`config.mk`:
```
export PLATFORM = sky130hd
export DESIGN_NAME = btc_top
export DESIGN_NICKNAME = d
export VERILOG_FILES = /design/src/hdl/btc_pkg.sv /design/src/hdl/btc_fifo_mem.sv /design/src/hdl/btc_top.sv
export SDC_FILE = /design/constraint.sdc
export NUM_CORES = 1
export LEC_CHECK = 0
export BUFFER_PORTS_ARGS = -buffer_cell sky130_fd_sc_hd__buf_2
export CORE_ASPECT_RATIO = 0.9
export CORE_UTILIZATION = 40
export DETAILED_ROUTE_END_ITERATION = 8
export SYNTH_ARGS = -nofsm -noshare
export SYNTH_HDL_FRONTEND = slang
export SYNTH_SLANG_ARGS = --single-unit
```
`constraint.sdc`:
```
create_clock -name clk_i -period 3.9 [get_ports clk_i]
set_input_delay 0.78 -clock clk_i [delete_from_list [all_inputs] [get_ports clk_i]]
set_output_delay 0.78 -clock clk_i [all_outputs]
set_load 0.005 [all_outputs]
```
`src/hdl/btc_pkg.sv`:
```
// package for the bus trigger comparator: register map, modes, fields, reset values
package btc_pkg;
	localparam int ADDR_W = 16;
	localparam int DATA_W = 8;
	localparam int FIFO_DEPTH = 8;
	localparam int PTR_W = 3;
	localparam int CNT_W = 4;

	// register byte offsets
	localparam logic [7:0] OFS_CTRL   = 8'h00;
	localparam logic [7:0] OFS_CMPA   = 8'h04;
	localparam logic [7:0] OFS_CMPB   = 8'h08;
	localparam logic [7:0] OFS_STATUS = 8'h0C;
	localparam logic [7:0] OFS_FIFO   = 8'h10;
	localparam logic [7:0] OFS_IRQ_ST = 8'h14;
	localparam logic [7:0] OFS_IRQ_CL = 8'h18;
	localparam logic [7:0] OFS_IRQ_EN = 8'h1C;

	// control register field positions
	localparam int CTRL_MODE_LSB = 0;
	localparam int CTRL_RUN_BIT  = 4;
	localparam int CTRL_EXRW_BIT = 5;
	localparam int CTRL_RWEN_BIT = 6;
	localparam int CTRL_BRK_BIT  = 7;
	localparam int CTRL_TAG_BIT  = 8;

	// interrupt status bit positions
	localparam int IRQ_TRIG_BIT = 0;
	localparam int IRQ_FULL_BIT = 1;
	localparam int IRQ_W = 2;

	// reset values
	localparam logic [ADDR_W-1:0] CMP_RESET = 16'h0000;

	typedef enum logic [3:0] {
		BTC_MODE_A_ONLY,
		BTC_MODE_A_OR_B,
		BTC_MODE_A_THEN_B,
		BTC_MODE_A_AND_DATA,
		BTC_MODE_A_NOT_DATA,
		BTC_MODE_EVT_B,
		BTC_MODE_A_THEN_EVT_B,
		BTC_MODE_INSIDE,
		BTC_MODE_OUTSIDE
	} btc_mode_e;
endpackage

```
`src/hdl/btc_fifo_mem.sv`:
```
// capture memory for the trigger comparator, registered read data
`timescale 1ns/100ps
`default_nettype none
module btc_fifo_mem
	import btc_pkg::*;
(
	// clock
	input  wire logic                 clk_i,
	// write port
	input  wire logic                 wr_en_i,
	input  wire logic [PTR_W-1:0]     wr_addr_i,
	input  wire logic [DATA_W-1:0]    wr_data_i,
	// read port
	input  wire logic [PTR_W-1:0]     rd_addr_i,
	output logic      [DATA_W-1:0]    rd_data_o
);
	logic [DATA_W-1:0] mem [FIFO_DEPTH];

	// storage write and registered read
	always_ff @(posedge clk_i) begin
		if (wr_en_i) begin
			mem[wr_addr_i] <= wr_data_i;
		end
		rd_data_o <= mem[rd_addr_i];
	end
endmodule
`default_nettype wire

```
`src/hdl/btc_top.sv`:
```
// bus trigger comparator: watches bus cycles, raises triggers, breakpoints and captures data
`timescale 1ns/100ps
`default_nettype none
module btc_top
	import btc_pkg::*;
(
	// clock and reset
	input  wire logic                 clk_i,
	input  wire logic                 reset_n_i,
	// apb slave
	input  wire logic                 psel_i,
	input  wire logic                 penable_i,
	input  wire logic                 pwrite_i,
	input  wire logic [7:0]           paddr_i,
	input  wire logic [31:0]          pwdata_i,
	output logic      [31:0]          prdata_o,
	output logic                      pready_o,
	output logic                      pslverr_o,
	// watched processor bus
	input  wire logic                 bus_valid_i,
	input  wire logic [btc_pkg::ADDR_W-1:0] bus_addr_i,
	input  wire logic [btc_pkg::DATA_W-1:0] bus_data_i,
	input  wire logic                 bus_read_i,
	// results
	output logic                      trigger_o,
	output logic                      breakpoint_o,
	output logic                      run_o,
	output logic                      irq_o
);
	import btc_pkg::*;

	typedef struct packed {
		logic [3:0]        mode;
		logic              run;
		logic              expected_read_write;
		logic              read_write_compare_enable;
		logic              breakpoint_request_enable;
		logic              tag;
		logic [ADDR_W-1:0] cmp_a;
		logic [ADDR_W-1:0] cmp_b;
		logic              armed;
		logic [PTR_W-1:0]  wr_ptr;
		logic [PTR_W-1:0]  rd_ptr;
		logic [CNT_W-1:0]  count;
		logic [IRQ_W-1:0]  irq_st;
		logic [IRQ_W-1:0]  irq_en;
		logic              trigger;
		logic              brk;
		logic [31:0]       rdata;
	} btc_state_s;

	btc_state_s state_reg;
	btc_state_s state_next;

	logic              mem_wr;
	logic [DATA_W-1:0] mem_rd_data;
	logic              acc;
	logic              wr_acc;
	logic              rd_acc;
	logic              rd_setup;
	logic              a_hit;
	logic              b_hit;
	logic              d_hit;
	logic              rw_ok;
	logic              fire;
	logic              cap;
	logic              brk_hit;
	logic              fifo_full;
	logic              fifo_pop;
	logic              mapped;

	// equality of the bus address against one comparator
	function automatic logic addr_eq(input logic [ADDR_W-1:0] a, input logic [ADDR_W-1:0] c);
		return a == c;
	endfunction

	// apb decode: zero-wait, answer in the access cycle
	assign acc      = psel_i & penable_i;
	assign wr_acc   = acc & pwrite_i;
	assign rd_acc   = acc & ~pwrite_i;
	assign rd_setup = psel_i & ~penable_i & ~pwrite_i; // read register loads here, stands in the access cycle
	assign pready_o = 1'b1;
	assign mapped   = (paddr_i[7:5] == 3'h0) && (paddr_i[1:0] == 2'h0);
	assign pslverr_o = acc & ~mapped;

	// comparator matches for the current bus cycle
	assign a_hit     = bus_valid_i & addr_eq(bus_addr_i, state_reg.cmp_a);
	assign b_hit     = bus_valid_i & addr_eq(bus_addr_i, state_reg.cmp_b);
	assign d_hit     = bus_data_i == state_reg.cmp_b[DATA_W-1:0];
	assign rw_ok     = ~state_reg.read_write_compare_enable | (bus_read_i == state_reg.expected_read_write);
	assign fifo_full = state_reg.count == CNT_W'(FIFO_DEPTH);
	assign fifo_pop  = rd_acc && (paddr_i == OFS_FIFO) && (state_reg.count != '0);

	// mode decode: trigger, capture and breakpoint conditions
	always_comb begin
		fire    = 1'b0;
		cap     = 1'b0;
		brk_hit = 1'b0;
		case (btc_mode_e'(state_reg.mode))
			BTC_MODE_A_ONLY: begin
				fire = a_hit;
			end
			BTC_MODE_A_OR_B: begin
				fire = a_hit | b_hit;
			end
			BTC_MODE_A_THEN_B: begin
				fire = state_reg.armed & b_hit;
			end
			BTC_MODE_A_AND_DATA: begin
				fire = a_hit & d_hit & rw_ok;
			end
			BTC_MODE_A_NOT_DATA: begin
				fire = a_hit & ~d_hit & rw_ok;
			end
			BTC_MODE_EVT_B: begin
				fire = b_hit;
				cap  = b_hit;
			end
			BTC_MODE_A_THEN_EVT_B: begin
				fire = state_reg.armed & b_hit;
				cap  = fire;
			end
			BTC_MODE_INSIDE: begin
				fire = bus_valid_i && (bus_addr_i >= state_reg.cmp_a) && (bus_addr_i <= state_reg.cmp_b);
			end
			BTC_MODE_OUTSIDE: begin
				fire = bus_valid_i && ((bus_addr_i < state_reg.cmp_a) || (bus_addr_i > state_reg.cmp_b));
			end
			default: begin
				fire = 1'b0;
			end
		endcase
		fire = fire & state_reg.run;
		cap  = cap & state_reg.run;
		// tag request in full modes ignores the data compare
		if (state_reg.tag && ((state_reg.mode == 4'(BTC_MODE_A_AND_DATA)) ||
				(state_reg.mode == 4'(BTC_MODE_A_NOT_DATA)))) begin
			brk_hit = state_reg.run & a_hit;
		end else begin
			brk_hit = fire;
		end
		brk_hit = brk_hit & state_reg.breakpoint_request_enable;
	end

	assign mem_wr = cap & ~fifo_full;

	// next-state logic: registers, sequencer, fifo pointers, interrupts
	always_comb begin
		state_next         = state_reg;
		state_next.trigger = fire;
		state_next.brk     = brk_hit;
		// arming for the sequence modes
		if (state_reg.run && a_hit && ((state_reg.mode == 4'(BTC_MODE_A_THEN_B)) ||
				(state_reg.mode == 4'(BTC_MODE_A_THEN_EVT_B)))) begin
			state_next.armed = 1'b1;
		end
		// capture and drain
		if (mem_wr) begin
			state_next.wr_ptr = state_reg.wr_ptr + PTR_W'(1);
		end
		if (fifo_pop) begin
			state_next.rd_ptr = state_reg.rd_ptr + PTR_W'(1);
		end
		state_next.count = state_reg.count + CNT_W'(mem_wr) - CNT_W'(fifo_pop);
		// end the run once the capture store is full
		if (cap && (state_next.count == CNT_W'(FIFO_DEPTH))) begin
			state_next.run = 1'b0;
		end
		// software writes
		if (wr_acc) begin
			case (paddr_i)
				OFS_CTRL: begin
					state_next.mode = pwdata_i[CTRL_MODE_LSB +: 4];
					state_next.run  = pwdata_i[CTRL_RUN_BIT];
					state_next.expected_read_write       = pwdata_i[CTRL_EXRW_BIT];
					state_next.read_write_compare_enable = pwdata_i[CTRL_RWEN_BIT];
					state_next.breakpoint_request_enable = pwdata_i[CTRL_BRK_BIT];
					state_next.tag   = pwdata_i[CTRL_TAG_BIT];
					state_next.armed = 1'b0;
					if (pwdata_i[CTRL_RUN_BIT] && !state_reg.run) begin
						state_next.wr_ptr = '0;
						state_next.rd_ptr = '0;
						state_next.count  = '0;
					end
				end
				OFS_CMPA: begin
					state_next.cmp_a = pwdata_i[ADDR_W-1:0];
				end
				OFS_CMPB: begin
					state_next.cmp_b = pwdata_i[ADDR_W-1:0];
				end
				OFS_IRQ_CL: begin
					state_next.irq_st = state_reg.irq_st & ~pwdata_i[IRQ_W-1:0];
				end
				OFS_IRQ_EN: begin
					state_next.irq_en = pwdata_i[IRQ_W-1:0];
				end
				default: begin
				end
			endcase
		end
		// events set sticky bits; set wins over clear
		if (fire) begin
			state_next.irq_st[IRQ_TRIG_BIT] = 1'b1;
		end
		if (mem_wr && (state_next.count == CNT_W'(FIFO_DEPTH))) begin
			state_next.irq_st[IRQ_FULL_BIT] = 1'b1;
		end
		// read data mux, loaded at the setup edge so the word stands through the access cycle
		state_next.rdata = 32'h0000_0000;
		if (rd_setup) begin
			case (paddr_i)
				OFS_CTRL: begin
					state_next.rdata = {23'h0, state_reg.tag, state_reg.breakpoint_request_enable,
						state_reg.read_write_compare_enable, state_reg.expected_read_write,
						state_reg.run, state_reg.mode};
				end
				OFS_CMPA: begin
					state_next.rdata = {16'h0000, state_reg.cmp_a};
				end
				OFS_CMPB: begin
					state_next.rdata = {16'h0000, state_reg.cmp_b};
				end
				OFS_STATUS: begin
					state_next.rdata = {26'h0, fifo_full, state_reg.armed, state_reg.count};
				end
				OFS_IRQ_ST: begin
					state_next.rdata = {30'h0, state_reg.irq_st};
				end
				OFS_IRQ_EN: begin
					state_next.rdata = {30'h0, state_reg.irq_en};
				end
				default: begin
					state_next.rdata = 32'h0000_0000;
				end
			endcase
		end
	end

	// state register
	always_ff @(posedge clk_i or negedge reset_n_i) begin
		if (!reset_n_i) begin
			state_reg       <= '0;
			state_reg.cmp_a <= CMP_RESET;
			state_reg.cmp_b <= CMP_RESET;
		end else begin
			state_reg <= state_next;
		end
	end

	// capture storage
	btc_fifo_mem u_mem (
		.clk_i     (clk_i),
		.wr_en_i   (mem_wr),
		.wr_addr_i (state_reg.wr_ptr),
		.wr_data_i (bus_data_i),
		.rd_addr_i (state_reg.rd_ptr),
		.rd_data_o (mem_rd_data)
	);

	// outputs: fifo reads present the head word, registers otherwise
	assign prdata_o     = (rd_acc && paddr_i == OFS_FIFO) ? {24'h000000, mem_rd_data} : state_reg.rdata;
	assign trigger_o    = state_reg.trigger;
	assign breakpoint_o = state_reg.brk;
	assign run_o        = state_reg.run;
	assign irq_o        = |(state_reg.irq_st & state_reg.irq_en);
endmodule
`default_nettype wire

```
==> qor.yml, run 1 <==
final_layout:
  largest_reg_flops: 71
  share_of_layout_cells_above_drive_strength_1: 0.332
  antenna_cells_inserted: 0
  multiInputGateArea_um2: 3130
  nFillCells: 1592
  design_area_um2: 8780
  num-nets-final: 791
  area_delta_synth_final_pct: 19.8
  layout.area.seq_um2: 3930
worst_setup_path:
  cp_cell_sequence: "inv_1 -> ha_4 -> nand4_1 -> nor4_2 -> nand2_1 -> or3_4 -> ha_4 -> inv_2 -> ha_4 -> fa_2 -> xnor2_2 -> or4b_4 -> o311ai_1 -> o21ai_1"
  worstPathArrival_ps: 4070
  crit_start: "state_reg[55]"
  required_time_reported_for_the_critical_path_endpoint_ps: 4190
  reg2reg_from: "state_reg[55]"
  cell_at_the_slowest_stage_of_the_critical_path: "or4b_4"
  worst_setup_path_end_kind: "flop"
  timing.critical_path.mode_cell: "ha_4"
  reg2regPathDepth: 14
  setup.worst_path.start_class: "flop"
  worstPathMaxFanout: 4
  slowest_delay_ps: 500
  worst-setup-path-type: "flop to flop"
yosys:
  yosys.area.top_type: "edfxtp_1"
  postSynthRegisterBits: 146
  async_s_r_ff_share_synth: 0.507
  synth_area_leaders: "edfxtp_1 26%, dfrtp_1 25%, mux2_2 6.9%"
  synthDominantCellAreaShare: 0.262
  synth.distinct_cells: 68
  postSynthAreaPerCell_um2: 12.8
  post_synth_inst_count: 574
  synthFlopType: "dfrtp_1"
  synth-seq-area-share: 0.537
  number_of_flops_mapped_to_enable_cells_by_yosys: 64
  mappedNetlistArea_um2: 7330
  yosysWarningCount: 0
floorplanning:
  die_width_um: 145
  core_area_um2: 17800
  design.die.area_um2: 18900
  die_height_um: 130
  num_rows: 46
  initial_utilization: 0.412
  number_of_top_level_design_ports: 109
place:
  placed_cell_area_um2: 8150
  routabilityCongestion: 0.852
  dp_hpwl_um: 12200
  port_buffers: 75
  pre_cts_ws_ps: -283
drt:
  routed_wirelength_um: 17100
  wire_per_inst_um: 18.4
  remaining_drc_errors: 0
  routed-via-count: 4872
  post_drt_via_cell_ratio: 5.23
  initialDrtViolationCount: 384
  ant_nets: 0
  firstDrtPassIters: 7
timing:
  tcrit_tclk_final: 0.971
  max_slew.worst_pin.slew_ps: 1110
  fmax_ghz: 0.264
  clock_skew_ps: 11.1
  hold_violations: 0
  worst_hold_slack_ps: 516
  finalMaxSlewViolations: 0
  period_minus_slack_ps: 3790
  relSlewSlack: 0.260
  final-setup-viol-count: 0
  setup_slack_ps: 113
clock_network:
  worstSkewPairLatency_ps: 420
  clock_sink_count: 146
  clkSlewWorstSetupHoldPaths_ps: 60
  cts_tree: "built"
  numCtsBuffers: 17
  max-clock-path-buffers: 2
  ctsHoldBuffers: 0
  ctsHtreeMaxLevel: 4
  clock-root-buffer: "clkbuf_16"
pwr:
  p_leak_uw: 0.00371
  power_frac_clock: 0.465
  pwr-share-seq: 0.455
  comb_power_share: 0.081
  internal_power_of_the_cells_uw: 2810
  total_power_divided_by_cell_area_nw_per_um2: 413
  peakVddDrop_mv: 0.274
  sw_frac_of_total: 0.223
  switchingPower_uw: 808
flow_run:
  max_cap_viol_count: 0
global_routing:
  grt_first_pass_wirelength_um: 26600
  grt_overflow: 0
  grt_start_max_net_pins: 75
  via_count_of_the_first_global_routing_pass: 4831
  grt_use_total: 0.194
  grt_antenna_before_repair: 0
run_status:
  run_status: "completed"
worst_hold_path:
  worst_hold_check_path_type: "input pin to async pin"
-- layout by cell type (no fill, tap or decap), drive strengths merged, types with 12 or more instances in the layout --
master  netlist  routed
nor2         37      37
conb          2      17
xnor2        12      12
inv          43      45
dfrtp        74      74
buf          32     110
nand2        33      33
mux2         56      56
clkbuf        7      21
edfxtp       64      64
mux4         16      16
a21oi        27      27
ha           40      40
-- what timing repair did --
item | CTS | global route
buffers inserted | 0 | 1
gates resized for setup | 0 | 2
setup endpoints to repair | 0 | 1
-- per-layer routing --
metal | GRT usage | up-vias | part of all wire
met5 | 0 | - | 0
met4 | 0.0440 | 0 | 0.0069
met3 | 0.0532 | 8 | 0.046
met2 | 0.295 | 144 | 0.46
met1 | 0.276 | 2440 | 0.49
li1 | - | 2280 | -
-- Yosys cell counts, types with 12 or more instances --
library cell	count
mux4_2	16
nand2_1	31
ha_1	40
xnor2_1	12
edfxtp_1	64
nor2_1	33
dfrtp_1	74
inv_1	43
buf_4	18
mux2_2	45
a21oi_1	27
-- layout make-up --
class | instances | share of cell area
sequential | 146 | 0.448
multi-input combinational | 361 | 0.356
timing repair buffer | 110 | 0.0730
clock buffer | 21 | 0.0525
tap | 240 | 0.0342
inverter | 43 | 0.0184
clock inverter | 11 | 0.0173
-- through the flow --
step | utilization | TNS (ps) | total power (uW) | instances
floorplan | - | 0 | 1830 | 589
global placement | 0.458 | -413 | 1950 | 899
detailed placement | 0.458 | -371 | 1960 | 899
CTS | 0.492 | 0 | 3650 | 931
global route | 0.493 | -38.6 | 3760 | 932
finish | 0.493 | 0 | 3620 | 932
-- worst max-delay path, delay by kind of cell (launching register included) --
kind | cells | cell delay [ps]
AND/OR/NAND/NOR | 5 | 1510
adder cells (fa/ha/maj) | 4 | 1080
flip-flops | 1 | 410
AO/OA/AOI/OAI | 2 | 370
XOR/XNOR | 1 | 160
buffers and inverters | 2 | 130
-- kinds of logic (layout without fill, tap and decap cells) --
group	count (synthesis)	after routing	share of synthesized area
DFF	146	146	0.537
AOI/OAI and AO/OA	81	81	0.0773
muxes	73	73	0.137
other	2	17	0.00102
and+or+nand+nor	134	134	0.103
adders and majority gates	41	41	0.0710
xor gates and xnor gates	15	15	0.0179
buffers and inverters	82	185	0.0560
-- power groups by stage --
stage / Clock (uW) / Sequential [uW] / Combinational (uW)
3_5_place_dp: 0 / 1680 / 288
2_1_floorplan: 0 / 1670 / 164
4_1_cts: 1710 / 1650 / 292
5_1_grt: 1780 / 1650 / 328
6_report: 1680 / 1650 / 292
3_3_place_gp: 0 / 1670 / 280
-- path summary, 6_finish.rpt --
check	to	slack [ps]
setup reg to reg	run_o	110
min in group clk_i	state_reg[77]	520
hold reg to reg	state_reg[77]	520
max in group asynchronous	state_reg[48]	2750
setup / recovery	run_o	110
hold / removal	state_reg[36]	520
Note: power is estimated with default switching activity, not from simulation.
==> run 2, diff against run 1 <==
clock period = 4.7 ns   (was 3.9 ns; I/O delays follow)
==> run 2 against run 1 <==
Effect of this change: die area did not move; critical path depth did not move; core utilization is 2.2 points lower; wire length is 2.0% lower; flip-flop and latch count unchanged; critical path type is now input pin to flop; highest routed layer unchanged.
==> qor.yml, run 2 (synthesis gave the netlist of run 1 again) <==
run_status:
  run_status: "completed"
timing:
  fmax_ghz: 0.233
  final-setup-viol-count: 0  # unchanged
  unrepaired_setup_endpoints_after_global_routing: "no"
  hold_violations: 0  # unchanged
  clock_skew_ps: 9.67  # -1.48 ps
  period_minus_slack_ps: 4290
  max_slew.worst_pin.slew_ps: 1120  # +7.09 ps
  setup_tns_ps: 0  # unchanged
  finalMaxSlewViolations: 0  # unchanged
  tcrit_tclk_final: 0.912
  worst_hold_slack_ps: 515  # -1.50 ps
  relSlewSlack: 0.255  # -0.00473
  setup_slack_ps: 414  # +301 ps
floorplanning:
  design.die.area_um2: 18900  # unchanged
  die_height_um: 130  # unchanged
  number_of_top_level_design_ports: 109  # unchanged
  core_area_um2: 17800  # unchanged
  initial_utilization: 0.412  # unchanged
  die_width_um: 145  # unchanged
  num_rows: 46  # unchanged
pwr:
  total_power_divided_by_cell_area_nw_per_um2: 335  # -19%
  power_frac_clock: 0.445  # -0.020
  switchingPower_uw: 655  # -19%
  internal_power_of_the_cells_uw: 2150  # -23%
  total_chip_power_uw: 2810  # -22%
  sw_frac_of_total: 0.233  # +0.00996
  pwr-share-seq: 0.487  # +0.032
  p_leak_uw: 0.00350  # -5.6%
  peakVddDrop_mv: 0.256  # -6.6%
  comb_power_share: 0.069  # -0.012
drt:
  ant_nets: 0  # unchanged
  initialDrtViolationCount: 353  # -8.1%
  firstDrtPassIters: 8  # +1
  highest-signal-layer: "met4"
  wire_per_inst_um: 18.6  # +1.4%
  routed_wirelength_um: 16800  # -2.0%
  remaining_drc_errors: 0  # unchanged
  met1_wirelength_um: 7710  # -7.9%
  post_drt_via_cell_ratio: 5.36  # +2.5%
  routed-via-count: 4826  # -0.94%
  met3_wirelength_um: 966  # +23%
  met2_length_um: 7810  # -0.47%
clock_network:
  max-clock-path-buffers: 2  # unchanged
  post_cts_resized: 0  # unchanged
  numCtsBuffers: 17  # unchanged
  clkSlewWorstSetupHoldPaths_ps: 60  # about the same
  cts_post_setup_buffers_inserted: 0  # unchanged
  cts_tree: "built"
  clock_sink_count: 146  # unchanged
  ctsHtreeMaxLevel: 4  # unchanged
  ctsHoldBuffers: 0  # unchanged
  worstSkewPairLatency_ps: 420  # about the same
  clock-root-buffer: "clkbuf_16"
worst_setup_path:
  cell_at_the_slowest_stage_of_the_critical_path: "or4b_1"
  setup.worst_path.start_class: "input pin"
  worstPathArrival_ps: 4590  # +520 ps
  slowest_delay_ps: 530  # +30 ps
  timing.critical_path.mode_cell: "ha_1"
  worstPathMaxFanout: 4  # unchanged
  worst-path-buf-inv: 2  # unchanged
  required_time_reported_for_the_critical_path_endpoint_ps: 5000  # +810 ps
  worst_setup_path_end_kind: "flop"
  worst-setup-path-type: "input pin to flop"
  cp_top_family: "simple AND/OR/NAND/NOR gates"
  cp_cell_sequence: "buf_2 -> ha_1 -> nand4_2 -> nor4_1 -> nand2_1 -> or3_1 -> ha_1 -> inv_1 -> ha_1 -> fa_1 -> xnor2_1 -> or4b_1 -> o311ai_1 -> o21ai_1"
global_routing:
  via_count_of_the_first_global_routing_pass: 4912  # +1.7%
  grt_start_max_net_pins: 75  # unchanged
  grt_first_pass_wirelength_um: 26400  # -0.73%
  grt_use_total: 0.192  # -0.00167
  grt_antenna_before_repair: 0  # unchanged
  grt_overflow: 0  # unchanged
final_layout:
  final-instance-count-excl-fill: 901  # -3.3%
  share_of_layout_cells_above_drive_strength_1: 0.284  # -0.0480
  num-nets-final: 760  # -3.9%
  mostFrequentLayoutCells: "74 x dfrtp_1, 74 x buf_2, 64 x edfxtp_1"
  antenna_cells_inserted: 0  # unchanged
  area_delta_synth_final_pct: 14.5
  largest_reg_flops: 71  # unchanged
place:
  pre_cts_ws_ps: 118  # +402 ps
  routabilityCongestion: 0.905  # +6.3%
  dp_cells: 869  # -3.3%
  port_buffers: 75  # unchanged
  dp_hpwl_um: 11900  # -2.7%
flow_run:
  max_cap_viol_count: 0  # unchanged
worst_hold_path:
  worst_hold_check_path_type: "flop to flop"
==> run 2: per-stage QoR <==
| step | util | area (um2) |
|---|---|---|
| after floorplan | - | 7380 |
| after global placement | 0.441 | 7840 |
| after detailed placement | 0.441 | 7840 |
| after CTS | 0.472 | 8390 |
| after global routing | 0.472 | 8390 |
| final | 0.472 | 8390 |
==> run 2: cell type report <==
class / count / area (um2)
inverters: 43 / 161
fillers: 1602 / 9400
repair buffers: 79 / 408
flip-flops and latches: 146 / 3930
clock buffers: 18 / 429
well taps: 240 / 300
multi-input cells: 361 / 3040
clock inverters: 14 / 116
==> run 2: layer usage <==
layer,GRT usage,vias to the layer above
met3,0.0415,23
met1,0.263,2401
met2,0.301,179
met5,0,-
met4,0.0693,0
li1,-,2223
==> run 2: power by group through the flow <==
stage	clock network [uW]	logic (uW)	registers (uW)
finish	1250	193	1370
global route	1330	221	1370
CTS	1270	194	1370
detailed placement	0	193	1390
global placement	0	187	1390
floorplan	0	127	1380
==> run 2: final timing paths <==
| check | from | to | slack [ps] | depth (start not counted) |
|---|---|---|---|---|
| worst min-delay path | state_reg[69] | state_reg[69] | 510 | 2 |
| worst max-delay path | bus_addr_i[15] | run_o | 410 | 14 |
| worst min register to register | state_reg[69] | state_reg[69] | 510 | 2 |
| min in group asynchronous | reset_n_i | state_reg[5] | 670 | 1 |
| max in group asynchronous | reset_n_i | state_reg[38] | 3400 | 1 |
| worst max register to register | state_reg[50] | run_o | 490 | 14 |
==> run 2: worst min-delay path, cell delays in order (launching register included) <==
cell     delay, ps
dfrtp_1        360
nand2_1         60
o21ai_0         60
==> run 3, diff against run 2 <==
CAP_MARGIN = 20   (was not set)
CORE_MARGIN = 2   (was not set)
==> run 3 against run 2 <==
Effect of this change: first-iteration DRC count increased by 8.5%; largest power group unchanged; core utilization up 0.29 points; final cell count grew 0.22%; highest routed layer unchanged; sequential power barely moved; final area rose by 0.61%.
==> qor.yml, run 3 (synthesis gave the netlist of run 1 again) <==
global_routing:
  grt_antenna_before_repair: 0  # unchanged
  grt_overflow: 0  # unchanged
  grt_use_total: 0.187  # -0.00549
  grt_start_max_net_pins: 75  # unchanged
  via_count_of_the_first_global_routing_pass: 5059  # +3.0%
  grt_first_pass_wirelength_um: 27700  # +4.9%
worst_setup_path:
  worstPathArrival_ps: 4540  # -50 ps
  worst-setup-path-type: "input pin to flop"
  worst_setup_path_end_kind: "flop"
  timing.critical_path.mode_cell: "ha_1"
  setup.worst_path.start_class: "input pin"
  cell_at_the_slowest_stage_of_the_critical_path: "or4b_1"
  worstPathMaxFanout: 4  # unchanged
  required_time_reported_for_the_critical_path_endpoint_ps: 5000  # about the same
  cp_cell_sequence: "buf_2 -> ha_1 -> nand4_2 -> nor4_1 -> nand2_1 -> or3_1 -> ha_1 -> inv_1 -> ha_1 -> fa_1 -> xnor2_1 -> or4b_1 -> o311ai_1 -> o21ai_1"
  slowest_delay_ps: 540  # about the same
  cp_top_family: "simple AND/OR/NAND/NOR gates"
  worst-path-buf-inv: 2  # unchanged
pwr:
  total_power_divided_by_cell_area_nw_per_um2: 336  # +0.42%
  comb_power_share: 0.071  # +0.002
  p_leak_uw: 0.00353  # +0.95%
  internal_power_of_the_cells_uw: 2180  # +1.1%
  pwr-share-seq: 0.481  # -0.006
  sw_frac_of_total: 0.233  # -0.000287
  power_frac_clock: 0.447  # +0.002
  peakVddDrop_mv: 0.224  # -13%
  switchingPower_uw: 661  # +0.91%
timing:
  max_slew.worst_pin.slew_ps: 976  # -141 ps
  setup_tns_ps: 0  # unchanged
  hold_violations: 0  # unchanged
  relSlewSlack: 0.347  # +0.0921
  setup_slack_ps: 453  # +38.8 ps
  clock_skew_ps: 9.13  # -0.540 ps
  unrepaired_setup_endpoints_after_global_routing: "no"
  tcrit_tclk_final: 0.904  # -0.00826
  period_minus_slack_ps: 4250  # -38.8 ps
  finalMaxSlewViolations: 0  # unchanged
  final-setup-viol-count: 0  # unchanged
  fmax_ghz: 0.235  # +0.91%
floorplanning:
  die_height_um: 132  # +1.5%
  die_width_um: 147  # +1.4%
  design.die.area_um2: 19400  # +2.9%
  number_of_top_level_design_ports: 109  # unchanged
  initial_utilization: 0.412  # unchanged
  num_rows: 46  # unchanged
  core_area_um2: 17800  # unchanged
place:
  dp_cells: 870  # +0.12%
  routabilityCongestion: 0.867  # -4.3%
  port_buffers: 75  # unchanged
  dp_hpwl_um: 12100  # +1.8%
  pre_cts_ws_ps: 77.5  # -40.8 ps
clock_network:
  ctsHoldBuffers: 0  # unchanged
  max-clock-path-buffers: 2  # unchanged
  post_cts_resized: 0  # unchanged
  cts_tree: "built"
  numCtsBuffers: 17  # unchanged
  ctsHtreeMaxLevel: 4  # unchanged
  clkSlewWorstSetupHoldPaths_ps: 60  # about the same
  clock-root-buffer: "clkbuf_16"
  cts_post_setup_buffers_inserted: 0  # unchanged
  clock_sink_count: 146  # unchanged
  worstSkewPairLatency_ps: 420  # about the same
final_layout:
  share_of_layout_cells_above_drive_strength_1: 0.288  # +0.00367
  largest_reg_flops: 71  # unchanged
  final-instance-count-excl-fill: 903  # +0.22%
  num-nets-final: 762  # +0.26%
  area_delta_synth_final_pct: 15.2
  mostFrequentLayoutCells: "74 x dfrtp_1, 74 x buf_2, 64 x edfxtp_1"
  antenna_cells_inserted: 0  # unchanged
drt:
  remaining_drc_errors: 0  # unchanged
  ant_nets: 0  # unchanged
  wire_per_inst_um: 18.8  # +0.88%
  routed_wirelength_um: 17000  # +1.1%
  firstDrtPassIters: 5  # -3
  routed-via-count: 4796  # -0.62%
  post_drt_via_cell_ratio: 5.31  # -0.84%
  initialDrtViolationCount: 383  # +8.5%
run_status:
  run_status: "completed"
worst_hold_path:
  worst_hold_check_path_type: "input pin to async pin"
flow_run:
  max_cap_viol_count: 0  # unchanged
run 3: cell count changes in the layout (fill, tap and decap cells not counted):
| cell | change |
|---|---|
| clkbuf_1 | +1 |
| buf_8 | +1 |
| clkinv_1 | -2 |
| clkinv_2 | +1 |
| clkbuf_8 | +1 |
| inv_6 | +1 |
| clkinvlp_4 | -2 |
| buf_16 | +1 |
run 3: final cells by class:
class / instances / area, um2
Clock buffer: 20 / 447
Tap cell: 240 / 300
Inverter: 43 / 161
Timing Repair Buffer: 81 / 450
Multi-Input combinational cell: 361 / 3040
Clock inverter: 12 / 108
Sequential cell: 146 / 3930
Fill cell: 1593 / 9340
run 3: through the flow:
step                power [uW]   util  cell area, um2  hold WS (ps)
CTS                       2860  0.473            8410           530
global placement          1580  0.441            7840           498
detailed placement        1590  0.442            7860           511
floorplan                 1510      -            7380           468
finish                    2840  0.475            8440           336
global route              2950  0.475            8440           326
run 3: power groups by stage:
stage | clock network [uW] | registers, uW | logic (uW)
floorplan | 0 | 1380 | 127
global placement | 0 | 1390 | 185
detailed placement | 0 | 1390 | 197
CTS | 1300 | 1370 | 200
global route | 1350 | 1370 | 230
finish | 1270 | 1370 | 202
run 3: final timing paths:
check | cells after the start | slack (ps) | from | to
max reg2reg | 14 | 560 | state_reg[50] | run_o
min reg2reg | 1 | 520 | state_reg[77] | state_reg[77]
max in group asynchronous | 2 | 3800 | reset_n_i | state_reg[51]
min | 1 | 340 | reset_n_i | state_reg[56]
max | 14 | 450 | bus_addr_i[13] | run_o
min in group clk_i | 1 | 520 | state_reg[77] | state_reg[77]
run 3: routing by layer:
metal	track usage	wire length, um	vias to the layer above	part of all wire
li1	-	-	2228	-
met1	0.261	7880	2401	0.46
met2	0.290	7930	144	0.47
met3	0.0407	896	23	0.053
met4	0.0636	270	0	0.016
met5	0	0	-	0
